===== src/hdl/ssr_pkg.sv =====
// status reporting constants, register map and carrier types
// Operation
// - status registers sixteen bits, bit 15 zero
// - write sets exactly the written bits
// - query returns weighted sum of set bits
// - condition bits follow live conditions
// - positive and negative filters select edges
// - selected transition sets sticky event bit
// - event read clears; clear-status clears all
// - after preset only positive transitions recorded
// - service enable selects requesting byte bits
// - service enable reads back last write; bits 0, 1 and 6 read as zero
// - status byte query returns set bits
// - request raises line and request flag
// - request needs enable and none pending
// - pending until controller reads status byte
// - one request flag, all bits shown
// - controller serial-polls when request line true
// - serial poll clears request flag and request line, no other bits
// - bit six shows the latched request flag
// - status byte query leaves contents unchanged
// - status byte bit assignment as listed
// - preset clears enables, positive filters 32767
package ssr_pkg;
    localparam int unsigned REG_W = 16;
    localparam logic [15:0] REG_MASK = 16'h7fff;
    localparam logic [15:0] PTR_PRESET = 16'h7fff;
    localparam logic [15:0] ZERO16 = 16'h0000;
    localparam logic [7:0] ZERO8 = 8'h00;
    localparam int unsigned GROUPS = 2;
    localparam int unsigned GRP_OPER = 0;
    localparam int unsigned GRP_QUES = 1;
    // status byte bit positions
    localparam int unsigned SB_ERRQ = 2;
    localparam int unsigned SB_QUES = 3;
    localparam int unsigned SB_MAV = 4;
    localparam int unsigned SB_ESB = 5;
    localparam int unsigned SB_RQS = 6;
    localparam int unsigned SB_OPER = 7;
    localparam logic [7:0] SRE_MASK = 8'hbc;
    // byte addresses
    localparam logic [7:0] A_OPER_COND = 8'h00;
    localparam logic [7:0] A_OPER_EVT = 8'h04;
    localparam logic [7:0] A_OPER_ENA = 8'h08;
    localparam logic [7:0] A_OPER_PTR = 8'h0c;
    localparam logic [7:0] A_OPER_NTR = 8'h10;
    localparam logic [7:0] A_QUES_COND = 8'h20;
    localparam logic [7:0] A_QUES_EVT = 8'h24;
    localparam logic [7:0] A_QUES_ENA = 8'h28;
    localparam logic [7:0] A_QUES_PTR = 8'h2c;
    localparam logic [7:0] A_QUES_NTR = 8'h30;
    localparam logic [7:0] A_STB = 8'h40;
    localparam logic [7:0] A_SRE = 8'h44;
    localparam logic [7:0] A_SPOLL = 8'h48;
    localparam logic [7:0] A_CMD = 8'h4c;
    localparam int unsigned CMD_CLS = 0;
    localparam int unsigned CMD_PRESET = 1;
    localparam logic [1:0] RESP_OKAY = 2'b00;
    localparam logic [1:0] RESP_SLVERR = 2'b10;
    localparam int unsigned AW = 8;

    typedef struct packed {
        logic [15:0] ena;
        logic [15:0] ptr;
        logic [15:0] ntr;
    } ssr_cfg_t;

    typedef struct packed {
        logic wr_ena;
        logic wr_ptr;
        logic wr_ntr;
        logic rd_evt;
        logic cls;
        logic preset;
        logic [15:0] wdata;
    } ssr_grp_ctl_t;
endpackage


===== src/hdl/ssr_group.sv =====
// one status group: condition, filters, sticky event, enable, summary
`timescale 1ns/1ps
module ssr_group
    import ssr_pkg::*;
(
    input wire logic aclk,
    input wire logic aresetn,
    input wire logic [15:0] cond_in,
    input wire ssr_pkg::ssr_grp_ctl_t ctl,
    output logic [15:0] cond,
    output logic [15:0] evt,
    output ssr_pkg::ssr_cfg_t cfg,
    output logic summary
);
    logic [15:0] cond_prev;
    logic [15:0] rise;
    logic [15:0] fall;
    logic [15:0] hit;
    logic [15:0] evt_kept;
    logic [15:0] next_evt;

    assign cond = cond_in & REG_MASK;
    assign rise = cond & ~cond_prev & cfg.ptr;
    assign fall = ~cond & cond_prev & cfg.ntr;
    assign hit = rise | fall;
    // read-clear and clear-status lose to a same-cycle new event
    assign evt_kept = (ctl.rd_evt || ctl.cls) ? ZERO16 : evt;
    assign next_evt = (evt_kept | hit) & REG_MASK;
    assign summary = |(evt & cfg.ena);

    always_ff @(posedge aclk) begin
        if (!aresetn) begin
            cond_prev <= ZERO16;
            evt <= ZERO16;
        end else begin
            cond_prev <= cond;
            evt <= next_evt;
        end
    end

    always_ff @(posedge aclk) begin
        if (!aresetn || ctl.preset) begin
            cfg.ena <= ZERO16;
            cfg.ptr <= PTR_PRESET;
            cfg.ntr <= ZERO16;
        end else begin
            if (ctl.wr_ena) cfg.ena <= ctl.wdata & REG_MASK;
            if (ctl.wr_ptr) cfg.ptr <= ctl.wdata & REG_MASK;
            if (ctl.wr_ntr) cfg.ntr <= ctl.wdata & REG_MASK;
        end
    end
endmodule // ssr_group


===== src/hdl/ssr_sbyte.sv =====
// status byte, service request enable, request line and pending flag
`timescale 1ns/1ps
module ssr_sbyte
    import ssr_pkg::*;
(
    input wire logic aclk,
    input wire logic aresetn,
    input wire logic [7:0] sum_in,
    input wire logic sre_wr,
    input wire logic [7:0] sre_wdata,
    input wire logic stb_read,
    input wire logic spoll,
    output logic [7:0] sre,
    output logic [7:0] stb,
    output logic srq,
    output logic rqs
);
    logic [7:0] sbits;
    logic mss;
    logic start;

    assign sbits = sum_in & SRE_MASK;
    assign mss = |(sbits & sre);
    assign start = mss && !srq;
    // bit 6 shows the request flag; other bits live
    always_comb begin
        stb = sbits;
        stb[SB_RQS] = rqs;
    end

    always_ff @(posedge aclk) begin
        if (!aresetn) begin
            sre <= ZERO8;
        end else if (sre_wr) begin
            sre <= sre_wdata & SRE_MASK;
        end
    end

    // a poll or read in the cycle a request starts does not clear it
    always_ff @(posedge aclk) begin
        if (!aresetn) begin
            srq <= 1'b0;
            rqs <= 1'b0;
        end else if (start) begin
            srq <= 1'b1;
            rqs <= 1'b1;
        end else begin
            if (stb_read || spoll) srq <= 1'b0;
            if (spoll) rqs <= 1'b0;
        end
    end
endmodule // ssr_sbyte


===== src/hdl/ssr_top.sv =====
// status reporting block with axi4-lite register access
//
// The AXI4-Lite slave port and the address map were decided locally.
`timescale 1ns/1ps
module ssr_top
    import ssr_pkg::*;
(
    input wire logic aclk,
    input wire logic aresetn,
    input wire logic [ssr_pkg::AW-1:0] s_axi_awaddr,
    input wire logic [2:0] s_axi_awprot,
    input wire logic s_axi_awvalid,
    output logic s_axi_awready,
    input wire logic [31:0] s_axi_wdata,
    input wire logic [3:0] s_axi_wstrb,
    input wire logic s_axi_wvalid,
    output logic s_axi_wready,
    output logic [1:0] s_axi_bresp,
    output logic s_axi_bvalid,
    input wire logic s_axi_bready,
    input wire logic [ssr_pkg::AW-1:0] s_axi_araddr,
    input wire logic [2:0] s_axi_arprot,
    input wire logic s_axi_arvalid,
    output logic s_axi_arready,
    output logic [31:0] s_axi_rdata,
    output logic [1:0] s_axi_rresp,
    output logic s_axi_rvalid,
    input wire logic s_axi_rready,
    input wire logic [15:0] oper_cond_in,
    input wire logic [15:0] ques_cond_in,
    input wire logic err_queue_nonempty,
    input wire logic msg_avail,
    input wire logic std_event_summary,
    output logic srq_out
);
    // write channel capture: address and data may come in either order
    logic aw_held;
    logic w_held;
    logic [AW-1:0] aw_addr;
    logic [31:0] w_data;
    logic [3:0] w_strb;
    logic wr_go;
    logic wr_low2;
    logic [15:0] wval;
    logic wr_ok;

    assign wr_go = aw_held && w_held && !s_axi_bvalid;
    assign wr_low2 = w_strb[0] && w_strb[1];
    assign wval = w_data[15:0];

    always_ff @(posedge aclk) begin
        if (!aresetn) begin
            aw_held <= 1'b0;
            w_held <= 1'b0;
            aw_addr <= '0;
            w_data <= '0;
            w_strb <= '0;
        end else begin
            if (s_axi_awvalid && s_axi_awready) begin
                aw_held <= 1'b1;
                aw_addr <= s_axi_awaddr;
            end else if (wr_go) begin
                aw_held <= 1'b0;
            end
            if (s_axi_wvalid && s_axi_wready) begin
                w_held <= 1'b1;
                w_data <= s_axi_wdata;
                w_strb <= s_axi_wstrb;
            end else if (wr_go) begin
                w_held <= 1'b0;
            end
        end
    end

    // one cycle ready pulses; never accept a second beat while one held
    always_ff @(posedge aclk) begin
        if (!aresetn) begin
            s_axi_awready <= 1'b0;
            s_axi_wready <= 1'b0;
        end else begin
            s_axi_awready <= s_axi_awvalid && !aw_held && !s_axi_awready;
            s_axi_wready <= s_axi_wvalid && !w_held && !s_axi_wready;
        end
    end

    // write decode
    logic is_oper_ena, is_oper_ptr, is_oper_ntr;
    logic is_ques_ena, is_ques_ptr, is_ques_ntr;
    logic is_sre, is_spoll_w, is_cmd, is_ro_w;
    assign is_oper_ena = aw_addr == A_OPER_ENA;
    assign is_oper_ptr = aw_addr == A_OPER_PTR;
    assign is_oper_ntr = aw_addr == A_OPER_NTR;
    assign is_ques_ena = aw_addr == A_QUES_ENA;
    assign is_ques_ptr = aw_addr == A_QUES_PTR;
    assign is_ques_ntr = aw_addr == A_QUES_NTR;
    assign is_sre = aw_addr == A_SRE;
    assign is_cmd = aw_addr == A_CMD;
    assign is_spoll_w = aw_addr == A_SPOLL;
    assign is_ro_w = aw_addr == A_OPER_COND || aw_addr == A_OPER_EVT
        || aw_addr == A_QUES_COND || aw_addr == A_QUES_EVT
        || aw_addr == A_STB || is_spoll_w;
    // writes missing either low byte strobe are dropped but still answered
    assign wr_ok = is_oper_ena || is_oper_ptr || is_oper_ntr
        || is_ques_ena || is_ques_ptr || is_ques_ntr || is_sre || is_cmd;

    logic do_wr;
    logic cmd_cls;
    logic cmd_preset;
    assign do_wr = wr_go && wr_low2;
    assign cmd_cls = do_wr && is_cmd && wval[CMD_CLS];
    assign cmd_preset = do_wr && is_cmd && wval[CMD_PRESET];

    always_ff @(posedge aclk) begin
        if (!aresetn) begin
            s_axi_bvalid <= 1'b0;
            s_axi_bresp <= RESP_OKAY;
        end else if (wr_go) begin
            s_axi_bvalid <= 1'b1;
            s_axi_bresp <= (wr_ok || is_ro_w) ? RESP_OKAY : RESP_SLVERR;
        end else if (s_axi_bready) begin
            s_axi_bvalid <= 1'b0;
        end
    end

    // read channel
    logic rd_go;
    logic [AW-1:0] ra;
    assign rd_go = s_axi_arvalid && s_axi_arready;
    assign ra = s_axi_araddr;

    always_ff @(posedge aclk) begin
        if (!aresetn) begin
            s_axi_arready <= 1'b0;
        end else begin
            s_axi_arready <= s_axi_arvalid && !s_axi_arready
                && !s_axi_rvalid;
        end
    end

    // status groups
    ssr_grp_ctl_t gctl [GROUPS];
    logic [15:0] gcond [GROUPS];
    logic [15:0] gevt [GROUPS];
    ssr_cfg_t gcfg [GROUPS];
    logic [GROUPS-1:0] gsum;
    logic [15:0] gin [GROUPS];
    logic [AW-1:0] gbase [GROUPS];
    assign gin[GRP_OPER] = oper_cond_in;
    assign gin[GRP_QUES] = ques_cond_in;
    assign gbase[GRP_OPER] = A_OPER_COND;
    assign gbase[GRP_QUES] = A_QUES_COND;

    genvar g;
    generate
        for (g = 0; g < GROUPS; g++) begin : g_grp
            logic [AW-1:0] off_ena, off_ptr, off_ntr, off_evt;
            assign off_ena = gbase[g] + (A_OPER_ENA - A_OPER_COND);
            assign off_ptr = gbase[g] + (A_OPER_PTR - A_OPER_COND);
            assign off_ntr = gbase[g] + (A_OPER_NTR - A_OPER_COND);
            assign off_evt = gbase[g] + (A_OPER_EVT - A_OPER_COND);
            assign gctl[g].wr_ena = do_wr && aw_addr == off_ena;
            assign gctl[g].wr_ptr = do_wr && aw_addr == off_ptr;
            assign gctl[g].wr_ntr = do_wr && aw_addr == off_ntr;
            assign gctl[g].rd_evt = rd_go && ra == off_evt;
            assign gctl[g].cls = cmd_cls;
            assign gctl[g].preset = cmd_preset;
            assign gctl[g].wdata = wval;
            ssr_group u_grp (
                .aclk(aclk),
                .aresetn(aresetn),
                .cond_in(gin[g]),
                .ctl(gctl[g]),
                .cond(gcond[g]),
                .evt(gevt[g]),
                .cfg(gcfg[g]),
                .summary(gsum[g])
            );
        end
    endgenerate

    // status byte
    logic [7:0] sum_in;
    logic [7:0] sre;
    logic [7:0] stb;
    logic srq;
    logic rqs;
    logic stb_read;
    logic spoll;
    assign sum_in = {gsum[GRP_OPER], 1'b0, std_event_summary, msg_avail,
        gsum[GRP_QUES], err_queue_nonempty, 2'b00};
    assign stb_read = rd_go && ra == A_STB;
    assign spoll = rd_go && ra == A_SPOLL;

    ssr_sbyte u_sb (
        .aclk(aclk),
        .aresetn(aresetn),
        .sum_in(sum_in),
        .sre_wr(do_wr && is_sre),
        .sre_wdata(wval[7:0]),
        .stb_read(stb_read),
        .spoll(spoll),
        .sre(sre),
        .stb(stb),
        .srq(srq),
        .rqs(rqs)
    );

    // read data mux; values captured before read side effects land
    logic [31:0] rmux;
    logic rhit;
    always_comb begin
        rmux = '0;
        rhit = 1'b1;
        unique case (ra)
            A_OPER_COND: rmux[15:0] = gcond[GRP_OPER];
            A_OPER_EVT: rmux[15:0] = gevt[GRP_OPER];
            A_OPER_ENA: rmux[15:0] = gcfg[GRP_OPER].ena;
            A_OPER_PTR: rmux[15:0] = gcfg[GRP_OPER].ptr;
            A_OPER_NTR: rmux[15:0] = gcfg[GRP_OPER].ntr;
            A_QUES_COND: rmux[15:0] = gcond[GRP_QUES];
            A_QUES_EVT: rmux[15:0] = gevt[GRP_QUES];
            A_QUES_ENA: rmux[15:0] = gcfg[GRP_QUES].ena;
            A_QUES_PTR: rmux[15:0] = gcfg[GRP_QUES].ptr;
            A_QUES_NTR: rmux[15:0] = gcfg[GRP_QUES].ntr;
            A_STB, A_SPOLL: rmux[7:0] = stb;
            A_SRE: rmux[7:0] = sre;
            A_CMD: rmux = '0;
            default: rhit = 1'b0;
        endcase
    end

    always_ff @(posedge aclk) begin
        if (!aresetn) begin
            s_axi_rvalid <= 1'b0;
            s_axi_rdata <= '0;
            s_axi_rresp <= RESP_OKAY;
        end else if (rd_go) begin
            s_axi_rvalid <= 1'b1;
            s_axi_rdata <= rmux;
            s_axi_rresp <= rhit ? RESP_OKAY : RESP_SLVERR;
        end else if (s_axi_rready) begin
            s_axi_rvalid <= 1'b0;
        end
    end

    always_ff @(posedge aclk) begin
        if (!aresetn) srq_out <= 1'b0;
        else srq_out <= srq;
    end
endmodule // ssr_top


===== config.mk =====
export PLATFORM = sky130hd
export DESIGN_NAME = ssr_top
export DESIGN_NICKNAME = d
export VERILOG_FILES = /design/src/hdl/ssr_pkg.sv /design/src/hdl/ssr_group.sv /design/src/hdl/ssr_sbyte.sv /design/src/hdl/ssr_top.sv
export SDC_FILE = /design/constraint.sdc
export NUM_CORES = 1
export LEC_CHECK = 0
export BUFFER_PORTS_ARGS = -buffer_cell sky130_fd_sc_hd__buf_2
export CORE_AREA = 2 2 163 165
export CTS_BUF_LIST = sky130_fd_sc_hd__clkbuf_16
export DETAILED_ROUTE_END_ITERATION = 10
export DIE_AREA = 0 0 165 167
export RECOVER_POWER = 100
export SLEW_MARGIN = 30
export SYNTH_ARGS = -nofsm -noshare
export SYNTH_HDL_FRONTEND = slang
export SYNTH_HIERARCHICAL = 1
export SYNTH_SLANG_ARGS = --single-unit

===== constraint.sdc =====
create_clock -name aclk -period 2 [get_ports aclk]
set_input_delay 0.4 -clock aclk [delete_from_list [all_inputs] [get_ports aclk]]
set_output_delay 0.4 -clock aclk [all_outputs]
set_load 0.05 [all_outputs]

After elaboration in Yosys (flattened, before gate mapping). Index checks and enable logic that the tools add are counted.

Word-level logic and storage cells: 157. Bits of input ports: 100. Register bits after elaboration: 210.

Bitwise operators: 19. Reduce and logical (&&, ||, !) cells: 67. Multiplexer cells: 18. Equal/unequal tests: 26.

Operator list (count): bitwise AND 15 bit (10); one-hot mux 8 bit (12 select lines) (1); equality test 8 x 6 -> 1 bit (second input constant) (10); one-hot mux 7 bit (10 select lines) (1); equality test 8 x 7 -> 1 bit (second input constant) (8); inverter 15 bit (4); bitwise OR 15 bit (4); equality test 8 x 4 -> 1 bit (second input constant) (4); OR reduction 16 bit (2); two-way mux 15 bit (2); logical AND 1 bit (28); logical OR 1 bit (17); equality test 8 x 3 -> 1 bit (second input constant) (2); equality test 8 x 5 -> 1 bit (second input constant) (2); logical NOT 8 bit (2); OR reduction 14 bit (1); two-way mux 1 bit (12); nonzero test 2 bit (6); logical NOT 1 bit (9); bitwise AND 8 bit (1); OR reduction 8 bit (1); two-way mux 2 bit (2); OR reduction 2 bit (1).

Depth between registers and ports, before layout. Gate-level depths: netlist of run 1.

Word-level depth: 10. Depth in mapped cells: 9. Gate-level depth less buffers: 8.

Cells and area by module. The synthesis of run 1 kept the hierarchy.

By module, submodules not included: ssr_group (instances 2, area an instance 2975.4 um^2, sequential area each 1501.4 um^2, cells an instance 287); ssr_top (instances 1, area an instance 3888.7 um^2, sequential area each 1041.0 um^2, cells an instance 474); ssr_sbyte (instances 1, area an instance 370.4 um^2, sequential area each 140.1 um^2, cells an instance 40).

Least setup slack after synthesis of run 1. No wires, ideal clock.

Path type: register -> register. Start point: reg s_axi_bvalid. End point: reg g_grp[1].u_grp/cfg[10] (netlist bit). Clock period less this slack: 2146 ps. Path slack: -146 ps. Stages on the path, launching flop included: 10. Arrival: 2018 ps. Data required time: 1872 ps. Cell sequence: dfxtp_1 > nand3b_1 > or3_1 > nor3_1 > nand3_1 > nor2_1 > buf_4 > buf_6 > mux2i_1 > nor2_1.

RTL lines: start, declared (line ssr_top.sv:19) `output logic s_axi_bvalid,`; start signal, assigned (line ssr_top.sv:115) `s_axi_bvalid <= 1'b0;`; start signal, assigned (line ssr_top.sv:118) `s_axi_bvalid <= 1'b1;`; start signal, assigned (line ssr_top.sv:121) `s_axi_bvalid <= 1'b0;`; end, declared (line ssr_group.sv:12) `output ssr_pkg::ssr_cfg_t cfg,`.

==> out/metrics.yaml, run 1 <==
power_leakage_nw: 4.50
drive_gt1_share_pct: 23.4
pre_cts_slack_ps: -210
diodes: 0
final_nets: 1318
cp.required_ps: 2410
drc: 0
crit_path_max_incr_delay_ps: 340
start_kind: "flop"
violations: "negative setup slack"
slew_headroom_pct: 37.0
fin_crit_ps: 2060
holdCritPathClass: "in2reg"
use_met2_pct: 33.2
finalSetupViolations: 22
drt-vias-per-instance: 5.35
fin_util_pct: 47.1
syn_inst: 1084
timing.critical_path.slowest_stage_cell: "or3_4"
row_count: 59
ctsHtreeMaxLevel: 1
cts_buffer_depth: 3
start_util_pct: 39.5
vias: 8389
numCtsBuffers: 23
path_max_fanout: 7
wire_per_inst_um: 19.4
yosysWarnings: 6
worstSetupEndpoint: "g_grp[0].u_grp/cfg[9]$_SDFFE_PP0P_"
cp-end-kind: "flop"
track_usage_pct: 21.5
synth.avg_cell_area_um2: 9.39
ant_nets: 0
fp.dieW_um: 165
routed_wl_um: 30400
rsz0062_at_grt: "true"
clk_pin_slew_worst_paths_ps: 60
grt_use_met1_pct: 31.3
design.die.area_um2: 27600
grt_max_degree: 47
setup_slack_ps: -58.4
core_area_um2: 25800
netlist_area_um2: 10200
fmaxAchievable_ghz: 0.486
rrSetupSlack_ps: -60
dr.pass1.iters: 5
ios: 142
crit_chain: "nand3b_1 -> buf_6 -> or3_4 -> nor3_4 -> nand2_2 -> nor2_4 -> buf_12 -> buf_16 -> mux2i_1 -> nor2_1"
critical-path-top-delay-family: "simple AND/OR/NAND/NOR gates"
grt.busiest_layer: "met2"
ir_worst_vdd_v: 0.000650
fin_crit_sh_pct: 103
crit_start: "s_axi_bvalid$_SDFFE_PN0P_"
regToRegStartpoint: "s_axi_bvalid$_SDFFE_PN0P_"
port_buffers: 96
ff2ff_path_depth: 10
gp_congestion: 0.909
cts_tree: "yes"
cts_root_buf: "clkbuf_16"
cts_hold_buf: 0
grt_pass1_wl_um: 46400
setup.worst_path.class: "reg2reg"
status: "complete, but fails checks"
cp_num_buf_inv: 3
reg2reg_to: "g_grp[0].u_grp/cfg[9]$_SDFFE_PP0P_"
final_max_slew_viol_count: 0
worst_pin_slew_ps: 945
grt_pass1_vias: 7794
cts_sinks: 208
dp.final_hpwl_um: 22200
area_growth_pct: 19.3
drtIter0Drc: 640
grt_overflow: 0
use_met3_pct: 3.09
clkLatencyLatePin_ps: 520
drv_cap: 0
arrival_ps: 2470
hold_violations: 0
p_per_area_nw_per_um2: 745
skew_ps: 7.15
cp_num_cells: 10
antenna_found_initial: 0
fp.dieH_um: 167
[layer usage]
layer,vias to the layer above,routed length [um],part of all wire [%]
met1,3971,14100,46
met4,0,820,2.7
met3,51,2020,6.6
met5,-,0,0
met2,327,13500,44
li1,4040,-,-
[report_power, final]
group          switching, W  total [W]  internal [W]
sequential         0.000109    0.00436       0.00425
clock               0.00171    0.00380       0.00209
combinational      0.000519   0.000886      0.000367
total               0.00234    0.00905       0.00671
[worst reg2reg max path: stages, from the launching register on]
cell and delay (ps):
dfxtp_2 320, nand3b_1 190, buf_6 150, or3_4 340, nor3_4 170, nand2_2 110, nor2_4 180, buf_12 130
buf_16 140, mux2i_1 190, nor2_1 50
[how the worst min path moves through the flow]
stage                                 startpoint                                 endpoint  cells after the start
finish                           ques_cond_in[5]   g_grp[1].u_grp/cond_prev[5]$_SDFF_PN0_                      2
detailed placement  s_axi_rdata[11]$_SDFFE_PN0P_             s_axi_rdata[11]$_SDFFE_PN0P_                      2
global route                    ques_cond_in[14]  g_grp[1].u_grp/cond_prev[14]$_SDFF_PN0_                      2
global placement       s_axi_rvalid$_SDFFE_PN0P_                 s_axi_arready$_SDFF_PN0_                      1
floorplan                   aw_held$_SDFFE_PN0P_                 s_axi_awready$_SDFF_PN0_                      1
CTS                                s_axi_arvalid                 s_axi_arready$_SDFF_PN0_                      3
[flip-flops by register name (all words and copies together) (netlist names)]
register               count
aw_addr                    8
aw_held                    1
g_grp.u_grp/cfg           90
g_grp.u_grp/cond_prev     30
g_grp.u_grp/evt           30
s_axi_arready              1
s_axi_awready              1
s_axi_bresp                1
s_axi_bvalid               1
s_axi_rdata               16
s_axi_rresp                1
s_axi_rvalid               1
s_axi_wready               1
srq_out                    1
u_sb/rqs                   1
u_sb/sre                   5
u_sb/srq                   1
w_data                    15
w_held                     1
w_strb                     2
[per-stage QoR]
step	std cells	instance area [um^2]	total power (W)	TNS (ps)	hold WS [ps]
floorplan	1113	10300	0.00502	-202	415
global placement	1521	11300	0.00530	-4730	440
detailed placement	1521	11300	0.00530	-6420	447
CTS	1564	12000	0.00911	-975	114
global route	1569	12100	0.00939	-10210	124
finish	1569	12100	0.00905	-536	126
[layout by cell type, fill, tap and decap left out, types with 28 or more instances in the layout]
| master | n |
|---|---|
| a21boi_0 | 29 |
| a21boi_1 | 30 |
| a32oi_1 | 34 |
| and2_1 | 28 |
| buf_2 | 77 |
| buf_4 | 94 |
| conb_1 | 33 |
| dfxtp_1 | 205 |
| inv_1 | 39 |
| mux2i_1 | 112 |
| nand2_1 | 93 |
| nand3b_1 | 34 |
| nor2_1 | 81 |
[repair_timing]
action,in CTS,in global routing
setup buffers,1,4
hold endpoints to repair,0,0
setup endpoints to repair,49,123
gates cloned,1,2
gates resized for setup,8,53
pin swaps,1,15
[final cells by class]
class / count / area, um^2
fill: 2485 / 13600
multi-input combinational: 736 / 5190
sequential: 208 / 4170
timing repair buffer: 215 / 1570
clock buffer: 23 / 576
tap: 335 / 419
inverter: 34 / 128
clock inverter: 18 / 90.1
(Power assumes the default switching activity.)
==> run 2, diff against run 1 <==
CORE_AREA = 2 2 155 157   (was 2 2 163 165)
DIE_AREA = 0 0 157 159   (was 0 0 165 167)
RECOVER_POWER = 25   (was 100)
SYNTH_HIERARCHICAL = unset   (was 1)
==> out/metrics.yaml, run 2 <==
status: "complete, but fails checks"
violations: "negative setup slack"
cts_sinks: 207
slew_headroom_pct: 55.2
grt_pass1_wl_um: 48900
setup_slack_ps: -117
synth_fa_ha_area_share_pct: 0
fp.dieH_um: 159
swShare_pct: 25.1
fmaxAchievable_ghz: 0.472
synthFlopType: "dfxtp_1"
dr.pass1.iters: 5
rrSetupSlack_ps: -120
p_seq_share_pct: 48.0
start_kind: "flop"
drv_cap: 0
ctsHtreeMaxLevel: 1
p_per_area_nw_per_um2: 749
yosysTopAreaCell: "dfxtp_1"
drc: 0
power_leakage_nw: 4.67
rsz0062_at_grt: "true"
crit_path_max_incr_delay_ps: 400
ir_worst_vdd_v: 0.000606
drtIter0Drc: 705
setup_tns_ps: -5650
ff2ff_path_depth: 11
fp.dieW_um: 157
hold_ws_ps: 130
numCtsBuffers: 23
clockPowerShare_pct: 42.1
worst_pin_slew_ps: 671
holdCritPathClass: "in2reg"
setup.worst_path.class: "reg2reg"
gp_congestion: 1.02
largestRegisters: "g_grp.u_grp.cfg x90, g_grp.u_grp.cond_prev x30, g_grp.u_grp.evt x30"
regToRegStartpoint: "aw_addr[1]$_SDFFE_PN0P_"
synth_edf_count: 0
cts_hold_buf: 0
clk_pin_slew_worst_paths_ps: 60
cts_tree: "yes"
area_growth_pct: 31.5
reg2reg_to: "g_grp[0].u_grp.cfg[46]$_SDFFE_PP0P_"
grt_max_degree: 37
skew_ps: 16.4
path_max_fanout: 5
routed_wl_um: 33600
worstSetupEndpoint: "g_grp[0].u_grp.cfg[46]$_SDFFE_PP0P_"
fin_crit_sh_pct: 106
cp-end-kind: "flop"
crit_top_cell: "buf_6"
synth-seq-area-share_pct: 45.1
grt_overflow: 0
yosysUniqueCellTypes: 56
drive_gt1_share_pct: 30.2
synthSimpleGateAreaFrac_pct: 26.4
diodes: 0
ios: 142
netlist_area_um2: 9190
antenna_found_initial: 0
synth.avg_cell_area_um2: 8.30
drt-vias-per-instance: 5.58
cp.required_ps: 2400
finalSetupViolations: 87
muxShareOfSynthArea_pct: 7.36
fin_crit_ps: 2120
final_cell_mix: "255 x nand2_1, 204 x dfxtp_1, 94 x buf_2, 90 x buf_4, 75 x a21oi_1"
layout_commonest_cell: "nand2_1"
crit_chain: "or3_4 -> buf_6 -> nor4_4 -> buf_4 -> buf_6 -> nand3_4 -> nand2_4 -> buf_6 -> buf_12 -> clkbuf_16 -> a21oi_1"
synth_seq_cells: 207
cts_buffer_depth: 3
hold_violations: 0
syn_inst: 1106
pre_cts_slack_ps: -203
yosysWarnings: 0
dp.final_hpwl_um: 23300
synth-compound-area-share_pct: 16.0
grt_pass1_vias: 8173
port_buffers: 95
arrival_ps: 2520
core_area_um2: 23200
final_max_slew_viol_count: 0
track_usage_pct: 25.4
synth_top_family_by_area: "simple AND/OR/NAND/NOR gates"
p_sw_w: 0.00228
ant_nets: 0
timing.critical_path.slowest_stage_cell: "or3_4"
largest_register: "g_grp.u_grp.cfg"
start_util_pct: 39.6
internal_power_w: 0.00678
final_nets: 1377
vias: 8979
crit_start: "aw_addr[1]$_SDFFE_PN0P_"
clkLatencyLatePin_ps: 510
yosys-top-cells-count: "281 x nand2_1, 207 x dfxtp_1, 130 x a21oi_1, 55 x nor2_1, 53 x nand3_1"
design.die.area_um2: 25000
netlist.area_leader.share_pct: 45.1
row_count: 56
yosys.area_share.xor_xnor_pct: 0
synth.area.top_cells: "dfxtp_1 45%, nand2_1 11%, a21oi_1 7.1%"
wire_per_inst_um: 20.9
comb_power_share_pct: 9.8
largest_reg_flops: 90
synthArstFlopShare_pct: 0
synth.most_common_cell: "nand2_1"
cts_root_buf: "clkbuf_16"
[run 2: metrics by stage]
step | utilization [%] | instances | cell area [um^2] | total power (W)
floorplan | - | 1124 | 9330 | 0.00488
global placement | 45.7 | 1554 | 10600 | 0.00521
detailed placement | 45.7 | 1554 | 10600 | 0.00521
CTS | 49.6 | 1600 | 11500 | 0.00906
global route | 52.1 | 1608 | 12100 | 0.00935
finish | 52.1 | 1608 | 12100 | 0.00905
[run 2: kinds of logic after synthesis]
logic type / Yosys count
other: 1
muxes: 45
DFF: 207
and+or+nand+nor: 507
AOI/OAI and AO/OA: 251
buffers and inverters: 95
[run 2: layout make-up]
class	count	area [um^2]
clock buffers	23	576
flip-flops and latches	207	4150
well taps	319	399
multi-input cells	823	5130
inverters	4	15.0
fillers	2192	11100
clock inverters	14	80.1
repair buffers	218	1740
[run 2: critical path: cells and delay by family (launching register included)]
kind | cells | cell delay [ps]
simple gates | 4 | 850
buf+inv | 6 | 790
compound gates | 1 | 40
flops | 1 | 310
[run 2: how the worst min path moves through the flow]
stage                                      startpoint  depth (start not counted)                                 endpoint  slack, ps
after floorplan               aw_addr[1]$_SDFFE_PN0P_                          2                  aw_addr[1]$_SDFFE_PN0P_        440
after global placement    s_axi_rdata[6]$_SDFFE_PN0P_                          2              s_axi_rdata[6]$_SDFFE_PN0P_        440
after detailed placement  s_axi_rdata[8]$_SDFFE_PN0P_                          2              s_axi_rdata[8]$_SDFFE_PN0P_        440
after CTS                            oper_cond_in[10]                          2  g_grp[0].u_grp.cond_prev[10]$_SDFF_PN0_        120
after global routing                   s_axi_wdata[9]                          3                   w_data[9]$_SDFFE_PN0P_        130
final                                 oper_cond_in[8]                          2   g_grp[0].u_grp.cond_prev[8]$_SDFF_PN0_        130
[run 2: power groups by stage]
stage	Clock, W	Combinational (W)	Sequential [W]
after floorplan	0	0.000489	0.00439
after global placement	0	0.000785	0.00442
after detailed placement	0	0.000791	0.00442
after CTS	0.00389	0.000831	0.00433
after global routing	0.00405	0.000947	0.00436
final	0.00382	0.000888	0.00435
[run 2: what timing repair did]
| action | 4_1_cts | 5_1_grt |
|---|---|---|
| resized for setup | 30 | 112 |
| pin swaps | 19 | 48 |
| gates cloned | 4 | 5 |
| buffers inserted | 5 | 3 |
| setup endpoints to repair | 119 | 123 |
[run 2: per-layer routing]
metal  vias up  part of all wire (%)  global-route usage, %
li1       4182                     -                      -
met1      4318                    43                   35.0
met2       395                    45                   40.4
met3        84                   7.3                   3.81
met4         0                   4.2                   9.55
met5         -                     0                      0
